[config.mk]
export PLATFORM = sky130hd
export DESIGN_NAME = clkdist_ctrl_regs
export DESIGN_NICKNAME = d
export VERILOG_FILES = /design/src/clkdist_regs_pkg.sv /design/src/clkdist_ctrl_regs.sv /design/src/status_pin_gate.sv
export SDC_FILE = /design/constraint.sdc
export NUM_CORES = 1
export LEC_CHECK = 0
export ABC_AREA = 1
export BUFFER_PORTS_ARGS = -buffer_cell sky130_fd_sc_hd__buf_4
export CORE_MARGIN = 1
export CORE_UTILIZATION = 40
export CTS_CLUSTER_DIAMETER = 50
export DETAILED_ROUTE_END_ITERATION = 8
export GPL_ROUTABILITY_DRIVEN = 0
export MAX_ROUTING_LAYER = met4
export SYNTH_ARGS = -nofsm -noshare
export SYNTH_HDL_FRONTEND = slang
export SYNTH_HIERARCHICAL = 1
export SYNTH_SLANG_ARGS = --single-unit
[constraint.sdc]
create_clock -name i_mclk -period 1.8 [get_ports i_mclk]
set_input_delay 0.18 -clock i_mclk [delete_from_list [all_inputs] [get_ports i_mclk]]
set_output_delay 0.18 -clock i_mclk [all_outputs]
set_load 0.01 [all_outputs]
[src/clkdist_regs_pkg.sv]
package clkdist_regs_pkg;

	// register offsets
	localparam logic [6:0] OFF_STATUS     = 7'h00;
	localparam logic [6:0] OFF_PIN1_MASK  = 7'h01;
	localparam logic [6:0] OFF_PIN2_MASK  = 7'h02;
	localparam logic [6:0] OFF_POWER_CTRL = 7'h03;
	localparam logic [6:0] OFF_OUT_PD     = 7'h04;
	localparam logic [6:0] OFF_RDIV_HIGH  = 7'h07;
	localparam logic [6:0] OFF_RDIV_LOW   = 7'h08;
	localparam logic [6:0] OFF_FBDIV_HIGH = 7'h09;
	localparam logic [6:0] OFF_SYNC_MODE  = 7'h0b;
	localparam logic [6:0] OFF_OUT0_SYNC  = 7'h0c;
	localparam logic [6:0] OFF_OUT1_SYNC  = 7'h0e;
	localparam logic [6:0] OFF_OUT2_SYNC  = 7'h10;
	localparam logic [6:0] OFF_OUT3_SYNC  = 7'h12;
	localparam logic [6:0] OFF_OUT4_SYNC  = 7'h14;
	localparam logic [6:0] OFF_OUT4_ROUTE = 7'h15;
	localparam logic [6:0] OFF_IDENTITY   = 7'h16;

	// reset values
	localparam logic [5:0] RST_PIN1_MASK  = 6'h04;
	localparam logic [5:0] RST_PIN2_MASK  = 6'h3b;
	localparam logic [7:0] RST_POWER_CTRL = 8'h08;
	localparam logic [7:0] RST_OUT_PD     = 8'h00;
	localparam logic [7:0] RST_RDIV_HIGH  = 8'h00;
	localparam logic [7:0] RST_RDIV_LOW   = 8'h01;
	localparam logic [7:0] RST_FBDIV_HIGH = 8'h00;
	localparam logic [7:0] RST_SYNC_MODE  = 8'h40;
	localparam logic [7:0] RST_DIFF_SYNC  = 8'h80;
	localparam logic [7:0] RST_OUT4_SYNC  = 8'h00;
	localparam logic [7:0] RST_OUT4_ROUTE = 8'ha0;

	// field positions
	localparam int BIT_CHIP_PD      = 7;
	localparam int BIT_LOOP_PD      = 6;
	localparam int BIT_OSC_DET_PD   = 5;
	localparam int BIT_REF_DET_PD   = 4;
	localparam int BIT_LOCK_DET_EN  = 3;
	localparam int BIT_SOFT_RESET   = 2;
	localparam int BIT_OUT0_BUF_OFF = 1;
	localparam int BIT_OUT0_DIV_OFF = 0;
	localparam int BIT_RDIV_RESET   = 3;
	localparam int BIT_FBDIV_RESET  = 4;
	localparam int BIT_ROUTE_RDIV   = 7;
	localparam int BIT_ALIGN_EN     = 7;
	localparam int MODE_MSB         = 7;
	localparam int MODE_LSB         = 6;
	localparam int FLAG_PUMP_LOW    = 0;
	localparam int FLAG_PUMP_HIGH   = 1;
	localparam int FLAG_LOCKED      = 2;
	localparam int FLAG_UNLOCKED    = 3;
	localparam int FLAG_REF_MISSING = 4;
	localparam int FLAG_OSC_MISSING = 5;

	localparam int NUM_OUTPUTS = 5;
	localparam int NUM_FLAGS   = 6;
	localparam int RDIV_WIDTH  = 10;

	typedef enum logic [1:0] {
		ALIGN_CONTROL,
		ALIGN_STANDALONE,
		ALIGN_FOLLOW
	} align_mode_type;

	// power-down controls as they leave the block
	typedef struct packed {
		logic                   chip_power_down;
		logic                   loop_core_power_down;
		logic                   ref_detect_power_down;
		logic                   osc_detect_power_down;
		logic [NUM_OUTPUTS-1:0] divider_off;
		logic [NUM_OUTPUTS-1:0] buffer_off;
	} power_ctrl_type;

	// register access request
	typedef struct packed {
		logic       wr_en;
		logic       rd_en;
		logic [6:0] addr;
		logic [7:0] wr_data;
	} reg_req_type;

endpackage

[src/clkdist_ctrl_regs.sv]
`timescale 1ns/10ps
`default_nettype none

// What this block does
// - chip power-down bit forces loop core, both detectors, every divider and every buffer off.
// - each divider-off bit turns off both divider and buffer of its output.
// - each buffer-off bit turns off only the buffer of its output.
// - loop-core power-down turns off reference path, detector, pump, feedback divider.
// - reference detector power-down bit turns the reference-present detector off.
// - oscillator detector power-down bit turns the oscillator-present detector off.
// - ten-bit reference divider modulus; zero and one both divide by one.
// - route bit sends reference divider to output 4, bypassing delay and sync.
// - writing the soft-reset bit returns every register to its default.
// - reference divider reset held until host writes the bit back to zero or a soft reset.
// - feedback divider reset held until host writes the bit back to zero or a soft reset.
// - three-bit revision code is read-only; writes ignored.
// - five-bit part code is read-only; writes ignored.
// - first status pin gates the six flags with mask one, default 0x04.
// - second status pin gates the six flags with mask two, default 0x3b.
// - alignment mode: 00 control, 01 standalone, 10 and 11 follow.
// - an output reacts to the sync pin only when its enable bit is set.
// - sync enables default to one for outputs 0-3, zero for output 4.
// - pump-high flag reads one only while its check is enabled.
// - pump-low flag reads one only while its check is enabled.
// - unlocked flag reads one whenever the loop is out of lock.
// - locked flag reads one while locked and lock detection enabled.
// - flags for missing reference and missing oscillator inputs.
// - each status pin high whenever any unmasked flag is asserted.
module clkdist_ctrl_regs
	import clkdist_regs_pkg::*;
#(
	parameter logic [2:0] REVISION_CODE = 3'h2,  // arbitrary value
	parameter logic [4:0] PART_CODE     = 5'h1a  // arbitrary value
) (
	input  wire logic                   i_mclk,
	input  wire logic                   i_srst,
	input  wire reg_req_type            i_req,
	input  wire logic                   i_pump_above_high,
	input  wire logic                   i_pump_below_low,
	input  wire logic                   i_pump_high_check_enable,
	input  wire logic                   i_pump_low_check_enable,
	input  wire logic                   i_loop_locked,
	input  wire logic                   i_ref_absent,
	input  wire logic                   i_osc_absent,
	input  wire logic                   i_sync_pin,
	output var  logic [7:0]             o_rd_data,
	output var  logic                   o_rd_valid,
	output var  power_ctrl_type         o_power,
	output var  logic [RDIV_WIDTH-1:0]  o_ref_div_modulus,
	output var  logic                   o_ref_div_reset,
	output var  logic                   o_fb_div_reset,
	output var  logic                   o_route_ref_divider_to_out4,
	output var  align_mode_type         o_alignment_mode,
	output var  logic [NUM_OUTPUTS-1:0] o_align_respond,
	output var  logic [NUM_OUTPUTS-1:0] o_align_request,
	output var  logic                   o_status_pin_one,
	output var  logic                   o_status_pin_two
);

	logic [5:0]             pin1_mask_reg;
	logic [5:0]             pin2_mask_reg;
	logic [7:0]             power_ctrl_reg;
	logic [7:0]             out_pd_reg;
	logic [7:0]             rdiv_high_reg;
	logic [7:0]             rdiv_low_reg;
	logic [7:0]             fbdiv_high_reg;
	logic [7:0]             sync_mode_reg;
	logic [7:0]             out_sync_reg [NUM_OUTPUTS];
	logic [7:0]             out4_route_reg;
	logic [NUM_FLAGS-1:0]   flags;
	logic [NUM_OUTPUTS-1:0] align_en;
	logic [NUM_OUTPUTS-1:0] div_off_bits;
	logic [NUM_OUTPUTS-1:0] buf_off_bits;
	logic [RDIV_WIDTH-1:0]  rdiv_value;
	logic [7:0]             rd_next;
	logic                   soft_reset;
	logic                   wr;

	assign wr = i_req.wr_en;
	// the reset bit never gets stored, so it reads back as zero
	assign soft_reset = wr && (i_req.addr == OFF_POWER_CTRL) && i_req.wr_data[BIT_SOFT_RESET];

	// live status flags, qualified by their enables
	always_comb begin
		flags = '0;
		flags[FLAG_PUMP_LOW]    = i_pump_below_low & i_pump_low_check_enable;
		flags[FLAG_PUMP_HIGH]   = i_pump_above_high & i_pump_high_check_enable;
		flags[FLAG_LOCKED]      = i_loop_locked & power_ctrl_reg[BIT_LOCK_DET_EN];
		flags[FLAG_UNLOCKED]    = ~i_loop_locked;
		// a detector powered down by its own bit tells nothing, so its flag stays low
		flags[FLAG_REF_MISSING] = i_ref_absent & ~power_ctrl_reg[BIT_REF_DET_PD];
		flags[FLAG_OSC_MISSING] = i_osc_absent & ~power_ctrl_reg[BIT_OSC_DET_PD];
	end

	// mask registers
	always_ff @(posedge i_mclk) begin
		if (i_srst || soft_reset) begin
			pin1_mask_reg <= RST_PIN1_MASK;
			pin2_mask_reg <= RST_PIN2_MASK;
		end else if (wr) begin
			if (i_req.addr == OFF_PIN1_MASK) begin
				pin1_mask_reg <= i_req.wr_data[5:0];
			end
			if (i_req.addr == OFF_PIN2_MASK) begin
				pin2_mask_reg <= i_req.wr_data[5:0];
			end
		end
	end

	// power and output power-down registers
	always_ff @(posedge i_mclk) begin
		if (i_srst || soft_reset) begin
			power_ctrl_reg <= RST_POWER_CTRL;
			out_pd_reg     <= RST_OUT_PD;
		end else if (wr) begin
			if (i_req.addr == OFF_POWER_CTRL) begin
				power_ctrl_reg <= i_req.wr_data & ~(8'h01 << BIT_SOFT_RESET);
			end
			if (i_req.addr == OFF_OUT_PD) begin
				out_pd_reg <= i_req.wr_data;
			end
		end
	end

	// divider setting registers; reset bits stay until software clears them
	always_ff @(posedge i_mclk) begin
		if (i_srst || soft_reset) begin
			rdiv_high_reg  <= RST_RDIV_HIGH;
			rdiv_low_reg   <= RST_RDIV_LOW;
			fbdiv_high_reg <= RST_FBDIV_HIGH;
		end else if (wr) begin
			if (i_req.addr == OFF_RDIV_HIGH) begin
				rdiv_high_reg <= i_req.wr_data;
			end
			if (i_req.addr == OFF_RDIV_LOW) begin
				rdiv_low_reg <= i_req.wr_data;
			end
			if (i_req.addr == OFF_FBDIV_HIGH) begin
				fbdiv_high_reg <= i_req.wr_data;
			end
		end
	end

	// sync mode register
	always_ff @(posedge i_mclk) begin
		if (i_srst || soft_reset) begin
			sync_mode_reg <= RST_SYNC_MODE;
		end else if (wr) begin
			if (i_req.addr == OFF_SYNC_MODE) begin
				sync_mode_reg <= i_req.wr_data;
			end
		end
	end

	// output 4 divider and route register
	always_ff @(posedge i_mclk) begin
		if (i_srst || soft_reset) begin
			out4_route_reg <= RST_OUT4_ROUTE;
		end else if (wr) begin
			if (i_req.addr == OFF_OUT4_ROUTE) begin
				out4_route_reg <= i_req.wr_data;
			end
		end
	end

	// per-output sync configuration registers
	always_ff @(posedge i_mclk) begin
		if (i_srst || soft_reset) begin
			for (int i = 0; i < NUM_OUTPUTS-1; i++) begin
				out_sync_reg[i] <= RST_DIFF_SYNC;
			end
			out_sync_reg[NUM_OUTPUTS-1] <= RST_OUT4_SYNC;
		end else if (wr) begin
			if (i_req.addr == OFF_OUT0_SYNC) begin
				out_sync_reg[0] <= i_req.wr_data;
			end
			if (i_req.addr == OFF_OUT1_SYNC) begin
				out_sync_reg[1] <= i_req.wr_data;
			end
			if (i_req.addr == OFF_OUT2_SYNC) begin
				out_sync_reg[2] <= i_req.wr_data;
			end
			if (i_req.addr == OFF_OUT3_SYNC) begin
				out_sync_reg[3] <= i_req.wr_data;
			end
			if (i_req.addr == OFF_OUT4_SYNC) begin
				out_sync_reg[4] <= i_req.wr_data;
			end
		end
	end

	// read mux; identity is constant so writes there fall on nothing
	always_comb begin
		rd_next = 8'h00;
		unique case (i_req.addr)
			OFF_STATUS:     rd_next = {2'b00, flags};
			OFF_PIN1_MASK:  rd_next = {2'b00, pin1_mask_reg};
			OFF_PIN2_MASK:  rd_next = {2'b00, pin2_mask_reg};
			OFF_POWER_CTRL: rd_next = power_ctrl_reg;
			OFF_OUT_PD:     rd_next = out_pd_reg;
			OFF_RDIV_HIGH:  rd_next = rdiv_high_reg;
			OFF_RDIV_LOW:   rd_next = rdiv_low_reg;
			OFF_FBDIV_HIGH: rd_next = fbdiv_high_reg;
			OFF_SYNC_MODE:  rd_next = sync_mode_reg;
			OFF_OUT0_SYNC:  rd_next = out_sync_reg[0];
			OFF_OUT1_SYNC:  rd_next = out_sync_reg[1];
			OFF_OUT2_SYNC:  rd_next = out_sync_reg[2];
			OFF_OUT3_SYNC:  rd_next = out_sync_reg[3];
			OFF_OUT4_SYNC:  rd_next = out_sync_reg[4];
			OFF_OUT4_ROUTE: rd_next = out4_route_reg;
			OFF_IDENTITY:   rd_next = {REVISION_CODE, PART_CODE};
			default:        rd_next = 8'h00;
		endcase
	end

	// read strobe: one pulse per accepted read
	always_ff @(posedge i_mclk) begin
		if (i_srst) begin
			o_rd_valid <= 1'b0;
		end else begin
			o_rd_valid <= i_req.rd_en;
		end
	end

	// read data one cycle after the request; held so a slow host can still pick it up
	always_ff @(posedge i_mclk) begin
		if (i_srst) begin
			o_rd_data <= 8'h00;
		end else if (i_req.rd_en) begin
			o_rd_data <= rd_next;
		end
	end

	// gather the per-output power-down bits into vectors
	always_comb begin
		div_off_bits = {out_pd_reg[6], out_pd_reg[4], out_pd_reg[2], out_pd_reg[0],
			power_ctrl_reg[BIT_OUT0_DIV_OFF]};
		buf_off_bits = {out_pd_reg[7], out_pd_reg[5], out_pd_reg[3], out_pd_reg[1],
			power_ctrl_reg[BIT_OUT0_BUF_OFF]};
	end

	// power-down outputs; chip power-down overrides every section
	always_ff @(posedge i_mclk) begin
		if (i_srst) begin
			o_power <= '0;
		end else begin
			o_power.chip_power_down       <= power_ctrl_reg[BIT_CHIP_PD];
			o_power.loop_core_power_down  <= power_ctrl_reg[BIT_CHIP_PD] | power_ctrl_reg[BIT_LOOP_PD];
			o_power.ref_detect_power_down <= power_ctrl_reg[BIT_CHIP_PD] | power_ctrl_reg[BIT_REF_DET_PD];
			o_power.osc_detect_power_down <= power_ctrl_reg[BIT_CHIP_PD] | power_ctrl_reg[BIT_OSC_DET_PD];
			o_power.divider_off <= {NUM_OUTPUTS{power_ctrl_reg[BIT_CHIP_PD]}} | div_off_bits;
			// a divider-off also kills the buffer; buffer-off leaves the divider alone
			o_power.buffer_off  <= {NUM_OUTPUTS{power_ctrl_reg[BIT_CHIP_PD]}} | div_off_bits | buf_off_bits;
		end
	end

	assign rdiv_value = {rdiv_high_reg[1:0], rdiv_low_reg};

	// divider modulus
	always_ff @(posedge i_mclk) begin
		if (i_srst) begin
			o_ref_div_modulus <= RDIV_WIDTH'(1);
		end else begin
			// zero would mean nothing to a counter, so it is treated as one
			o_ref_div_modulus <= (rdiv_value == '0) ? RDIV_WIDTH'(1) : rdiv_value;
		end
	end

	// divider resets; held as long as the host leaves the bit set
	always_ff @(posedge i_mclk) begin
		if (i_srst) begin
			o_ref_div_reset <= 1'b0;
			o_fb_div_reset  <= 1'b0;
		end else begin
			o_ref_div_reset <= rdiv_high_reg[BIT_RDIV_RESET];
			o_fb_div_reset  <= fbdiv_high_reg[BIT_FBDIV_RESET];
		end
	end

	// sync enables; a routed output 4 bypasses alignment entirely
	always_comb begin
		for (int i = 0; i < NUM_OUTPUTS; i++) begin
			align_en[i] = out_sync_reg[i][BIT_ALIGN_EN];
		end
		if (out4_route_reg[BIT_ROUTE_RDIV]) begin
			align_en[NUM_OUTPUTS-1] = 1'b0;
		end
	end

	// mode decode; both upper codes mean follow
	always_ff @(posedge i_mclk) begin
		if (i_srst) begin
			o_alignment_mode <= ALIGN_STANDALONE;
		end else begin
			unique case (sync_mode_reg[MODE_MSB:MODE_LSB])
				2'b00: o_alignment_mode   <= ALIGN_CONTROL;
				2'b01: o_alignment_mode   <= ALIGN_STANDALONE;
				default: o_alignment_mode <= ALIGN_FOLLOW;
			endcase
		end
	end

	// output 4 route select
	always_ff @(posedge i_mclk) begin
		if (i_srst) begin
			o_route_ref_divider_to_out4 <= 1'b1;
		end else begin
			o_route_ref_divider_to_out4 <= out4_route_reg[BIT_ROUTE_RDIV];
		end
	end

	// sync fan-out; the request lags the pin by one cycle, the price of registered outputs
	always_ff @(posedge i_mclk) begin
		if (i_srst) begin
			o_align_respond <= '0;
			o_align_request <= '0;
		end else begin
			o_align_respond <= align_en;
			o_align_request <= align_en & {NUM_OUTPUTS{i_sync_pin}};
		end
	end

	// status pins
	status_pin_gate #(
		.WIDTH (NUM_FLAGS)
	) u_pin_one (
		.i_mclk  (i_mclk),
		.i_srst  (i_srst),
		.i_flags (flags),
		.i_mask  (pin1_mask_reg),
		.o_pin   (o_status_pin_one)
	);

	status_pin_gate #(
		.WIDTH (NUM_FLAGS)
	) u_pin_two (
		.i_mclk  (i_mclk),
		.i_srst  (i_srst),
		.i_flags (flags),
		.i_mask  (pin2_mask_reg),
		.o_pin   (o_status_pin_two)
	);

endmodule

`default_nettype wire

[src/status_pin_gate.sv]
`timescale 1ns/10ps
`default_nettype none

module status_pin_gate #(
	parameter int WIDTH = 6
) (
	input  wire logic             i_mclk,
	input  wire logic             i_srst,
	input  wire logic [WIDTH-1:0] i_flags,
	input  wire logic [WIDTH-1:0] i_mask,
	output var  logic             o_pin
);

	// pin high when any unmasked flag is up; registered so the pin never glitches
	always_ff @(posedge i_mclk) begin
		if (i_srst) begin
			o_pin <= 1'b0;
		end else begin
			o_pin <= |(i_flags & i_mask);
		end
	end

endmodule

`default_nettype wire

==> flow_summary.toml, run 1 <==
[run_status]
status = "finished clean"

[route]
post_drt_wl_per_cell_um = 17.1
ant_nets = 0
routed_wl_um = 20400
drt_first_iter_violations = 533
via_count = 6002
via_per_inst = 5.04
first_pass_iters = 5
drcViolationCount = 0

[worst_setup_path]
cp.required_ns = 1.99
crit_path_start_kind = "input port"
crit_path_start = "i_req[8]"
crit_fanout = 9
worstPathCellList = "buf_4 > inv_1 > nand2_1 > buf_4 > nor2_1 > nand3_1 > a21oi_2 > nor2_4 > a21oi_1"
critPathMaxStageDelay_ns = 0.37
arrival_ns = 1.70
worst_path_max_delay_cell = "a21oi_1"
crit_type = "input port to flip-flop"
r2r_slack_ns = 0.42
timing.rr.start = "rdiv_low_reg[0]$_SDFFE_PP1P_"
cp-end-kind = "flip-flop"
crit_path_frequent_cell = "buf_4"

[yosys]
postSynthCellCount = 836
synth.avg_cell_area_um2 = 7.84
ys_ff_latch = 157
synth_area_um2 = 6550
syn_nets = 863
synth_top_cell_by_area = "dfxtp_1"
ys_seq_area_share_pct = 54.1
yosysUniqueCellTypes = 28
synth_area_leaders = "dfxtp_1 36%, edfxtp_1 18%, nand2_1 16%, nand3_1 6.8%, a21oi_1 5.7%"
yosys.area.top_type_share_pct = 35.7
yosys_warnings = 6

[min_path]
hold_class = "input port to flip-flop"
min_from = "i_sync_pin"

[die]
die_width_um = 130
io_pins = 77
row_count = 46
start_util_pct = 41.1
fp.dieArea_um2 = 16900
core_um2 = 15900
die_h_um = 130

[grt]
grt_start_max_net_pins = 37
grt_pass1_vias = 5495
grt_pass1_wl_um = 31300
antenna_found_initial = 0
grt_use_total_pct = 26.5
grt_overflow_total = 0

[pwr]
power_density_nw_per_um2 = 909
internal_power_mw = 5.74
p_clk_share_pct = 44.7
pwr-share-seq_pct = 49.2
leakage_nw = 3.62
pwr-share-comb_pct = 6.1
switching_share_pct = 23.8
vdd_drop_max_uv = 682
power.switching_mw = 1.80

[clock_tree]
clk_path_buf_depth = 2
clockRootBuffer = "clkbuf_16"
cts-resized-gates = 0
cts_tree = "yes"
holdBufCountCts = 0
cts_sinks = 157
path_clk_slew_ns = 0.06
htreeDepth = 4
clk_latency_ns = 0.43
post_cts_buffers = 0
cts_made_buffers = 17

[final_layout]
fin_area_um2 = 8290
instances_no_fill = 1192
n_antenna_cell = 0
nets = 990
area_growth_pct = 26.6
drive_above_1_share_pct = 20.2
fillers = 1556
largest_reg_flops = 40

[sta]
rsz0062_at_grt = "false"
finalMaxSlewViolations = 0
hold_viol_final = 0
fin_crit_ns = 1.51
maxSlewHeadroom_pct = 46.8
fin_worst_skew_ns = 0.00878
clock.fmax_mhz = 663
post-route-period-util_pct = 83.8
hold_slack_ns = 0.0645
setup_viol = 0
worst_pin_slew_ns = 0.795
setup_slack_ns = 0.291

[place]
dpl_cell_area_um2 = 7740
dp.final_hpwl_um = 15100
place_inst = 1160
port_buffers = 76
dp_slack_ns = -0.159

[flow_run]
maxCapViolCount = 0
placed cells by master (no fill, tap or decap), drive strengths merged:
cell / synthesis / routed
clkinv: 3 / 5
nand2: 287 / 287
nand3: 94 / 94
bufinv: 0 / 1
nor3: 6 / 6
clkbuf: 11 / 19
dfxtp: 117 / 117
or2: 1 / 1
nand4: 1 / 1
o211ai: 11 / 11
edfxtp: 40 / 40
nor4: 2 / 2
nor2: 94 / 94
buf: 20 / 139
clkinvlp: 0 / 7
o21ai: 13 / 13
inv: 60 / 63
a21oi: 76 / 76
path summary, 6_finish.rpt:
path | to | cells after the start
setup / recovery | out_sync_reg[0][20]$_DFFE_PP_ | 9
hold / removal | o_align_request[1]$_SDFF_PP0_ | 3
setup reg to reg | o_ref_div_modulus[0]$_SDFF_PP1_ | 4
hold reg to reg | sync_mode_reg[1]$_SDFFE_PP0P_ | 2
routing by layer:
layer	track usage [%]	share of wire [%]
met5	-	0
met4	10.3	2.3
met3	5.17	6.7
met2	41.1	47
met1	34.1	44
final cells by class:
class                      count  area [um2]  share of cell area (%)
clock buffer                  19         433                    5.22
clock inverter                13         115                    1.39
inverter                      63         236                    2.85
multi-input combinational    585        2600                    31.4
sequential                   157        3540                    42.7
tap                          216         270                    3.26
timing repair buffer         139        1090                    13.2
cell families after synthesis:
group	count (synthesis)	synth area share, %
AO/OA/AOI/OAI	100	8.12
buffers and inverters	94	6.22
flip-flops	157	54.1
AND/OR/NAND/NOR	485	31.6
through the flow:
stage / utilization, % / power (mW) / setup TNS (ns)
floorplan: - / 3.99 / 0
global placement: 48.6 / 4.24 / -3.84
detailed placement: 48.6 / 4.24 / -4.07
CTS: 52.0 / 7.57 / 0
global route: 52.0 / 7.77 / 0
finish: 52.0 / 7.54 / 0
critical path, delay by kind of cell:
kind	cells	cell delay (ns)
compound gates	2	0.57
buf+inv	3	0.33
simple gates	4	0.63
power groups by stage:
stage | Sequential [mW] | Clock [mW] | Combinational, mW
after CTS | 3.71 | 3.41 | 0.453
final | 3.71 | 3.37 | 0.457
after detailed placement | 3.79 | 0 | 0.452
after global placement | 3.79 | 0 | 0.455
after floorplan | 3.79 | 0 | 0.205
after global routing | 3.71 | 3.56 | 0.491
synthesized netlist by cell type:
cell and number:
nand3_1 89, nor4_1 2, nand2_1 283, dfxtp_1 117
a21oi_2 1, nand2_4 2, nor2_1 81, nor3_1 6
nand3_4 1, nor2_8 1, nand4_1 1, buf_4 7
o21ai_1 3, nor2_4 3, clkbuf_1 11, edfxtp_1 40
inv_2 5, nor2_2 9, buf_6 2, nand3_2 4
o21ai_0 10, o211ai_1 11, clkinv_1 3, buf_2 11
or2_2 1, inv_1 55, a21oi_1 75, nand2_2 2
(Power assumes the default switching activity.)
==> run 2, diff against run 1 <==
==> constraint.sdc (replaced) <==
create_clock -name i_mclk -period 1.35 [get_ports i_mclk]
set_input_delay 0.135 -clock i_mclk [delete_from_list [all_inputs] [get_ports i_mclk]]
set_output_delay 0.135 -clock i_mclk [all_outputs]
set_load 0.01 [all_outputs]
==> run 2 against run 1 <==
Against the previous run:
- clock skew decreased by 0.0018 ns
- utilization increased by 2.5 points
- worst setup slack worse by 0.26 ns
- final area up 4.8%
- critical path type is now flip-flop to flip-flop
- critical endpoint is now o_rd_data[4]$_SDFFE_PP0P_
==> flow_summary.toml, run 2 (same netlist as run 1, synthesis figures left out) <==
[run_status]
status = "finished clean"

[final_layout]
multi_input_area_um2 = 2800
instances_no_fill = 1212
drive_above_1_share_pct = 25.4
fin_area_um2 = 8690
fillers = 1503
nets = 1011
seq_area_um2 = 3540
layout_common_cells = "271 x nand2_1, 155 x buf_4, 116 x dfxtp_1"
area_growth_pct = 32.7
layout_commonest_cell = "nand2_1"
largest_reg_flops = 40
final_util_pct = 54.5
n_antenna_cell = 0

[grt]
grt_use_total_pct = 25.9
grt_pass1_vias = 5508
grt_overflow_total = 0
antenna_found_initial = 0
grt_pass1_wl_um = 31000
grt_start_max_net_pins = 44

[clock_tree]
path_clk_slew_ns = 0.06
clk_latency_ns = 0.43
cts_made_buffers = 17
holdBufCountCts = 0
clockRootBuffer = "clkbuf_16"
htreeDepth = 4
cts_sinks = 157
cts_tree = "yes"
clk_path_buf_depth = 2

[worst_setup_path]
critical-path-top-delay-family = "simple AND/OR/NAND/NOR gates"
cp-end-kind = "flip-flop"
worst_path_max_delay_cell = "dfxtp_2"
critPathMaxStageDelay_ns = 0.39
cp.required_ns = 1.65
crit_path_start_kind = "flip-flop"
r2r.worst_path.cells = 8
worstPathCellList = "nor2_1 > nand2_1 > nand2_1 > nor2_1 > nand2_1 > o21ai_1 > buf_4 > a21oi_1"
arrival_ns = 1.61
timing.rr.start = "power_ctrl_reg[4]$_SDFFE_PP0N_"
crit_type = "flip-flop to flip-flop"
crit_path_frequent_cell = "nand2_1"
r2r_slack_ns = 0.03
crit_fanout = 3
critPathBufInv = 1
r2r_end = "o_rd_data[4]$_SDFFE_PP0P_"

[min_path]
hold_path_end = "o_align_request[2]$_SDFF_PP0_"
worstHoldPathCells = 3
hold_class = "input port to flip-flop"
min_from = "i_sync_pin"

[die]
row_count = 46
die_h_um = 130
fp.dieArea_um2 = 16900
start_util_pct = 41.1
io_pins = 77
core_um2 = 15900
die_width_um = 130

[route]
drcViolationCount = 0
drt_first_iter_violations = 571
routed_wl_um = 20000
first_pass_iters = 5
ant_nets = 0
via_count = 5998
post_drt_wl_per_cell_um = 16.5
via_per_inst = 4.95

[sta]
setup_viol = 0
maxSlewHeadroom_pct = 66.9
fin_crit_ns = 1.32
post-route-period-util_pct = 97.6
hold_slack_ns = 0.0297
worst_pin_slew_ns = 0.497
hold_viol_final = 0
fin_worst_skew_ns = 0.00698
clock.fmax_mhz = 759
finalMaxSlewViolations = 0

[place]
dp.final_hpwl_um = 14800
place_inst = 1180
dpl_cell_area_um2 = 8010
port_buffers = 76

[pwr]
leakage_nw = 3.77
vdd_drop_max_uv = 945
total_power_mw = 10.2
power_density_nw_per_um2 = 1170

[flow_run]
maxCapViolCount = 0
==> run 2: changes by cell type in the layout (fill, tap and decap cells not counted), moves of 6 or more <==
cell and change:
nand2_1 -12, a21oi_1 -8, nand2_2 +6, a21oi_2 +7, nor2_1 -10, nand2_4 +6
nor2_4 +7, buf_4 +20
==> run 2: timing repair <==
item	in CTS	in global routing
pin swaps	1	4
gates resized for setup	2	25
setup buffers	0	1
setup endpoints to repair	41	80
==> run 2: power by group <==
part	internal, mW	switching, mW
Sequential	4.91	0.0388
Combinational	0.227	0.431
Clock	2.79	1.78
==> run 2: worst max path at each step <==
stage,start,to,slack [ns],depth (start not counted)
after floorplan,i_req[11],out_sync_reg[0][0]$_DFFE_PP_,-0.12,10
after global placement,i_req[11],out_sync_reg[0][31]$_DFFE_PP_,-0.46,10
after detailed placement,i_req[11],out_sync_reg[0][31]$_DFFE_PP_,-0.48,10
after CTS,i_req[11],out_sync_reg[0][35]$_DFFE_PP_,-0.01,12
after global routing,power_ctrl_reg[4]$_SDFFE_PP0N_,o_rd_data[4]$_SDFFE_PP0P_,-0.02,8
final,power_ctrl_reg[4]$_SDFFE_PP0N_,o_rd_data[4]$_SDFFE_PP0P_,0.03,8
==> run 2: worst register-to-register path: stages, from the launching register on <==
cell and delay (ns):
dfxtp_2 0.39, nor2_1 0.08, nand2_1 0.06, nand2_1 0.06
nor2_1 0.17, nand2_1 0.12, o21ai_1 0.14, buf_4 0.12
a21oi_1 0.04
==> run 2: area by class of cell <==
cell class / instances / share of cell area (%)
timing repair buffer: 160 / 14.4
clock buffer: 27 / 5.93
tap: 216 / 3.11
multi-input combinational: 585 / 32.2
sequential: 157 / 40.8
clock inverter: 4 / 0.619
inverter: 63 / 2.95
==> run 2: stage by stage <==
stage	worst slack (ns)	setup TNS, ns
2_1_floorplan	-0.116	-8.12
3_3_place_gp	-0.461	-50.36
3_5_place_dp	-0.480	-53.76
4_1_cts	-0.0130	-0.307
5_1_grt	-0.0194	-0.0445
6_report	0.0326	0
==> run 2: metal layers <==
layer,vias to the layer above,wire [um],GRT usage (%)
met3,37,1240,3.98
met1,2726,9250,35.9
met2,231,8950,37.7
met5,-,0,-
li1,3004,-,-
met4,0,533,10.5
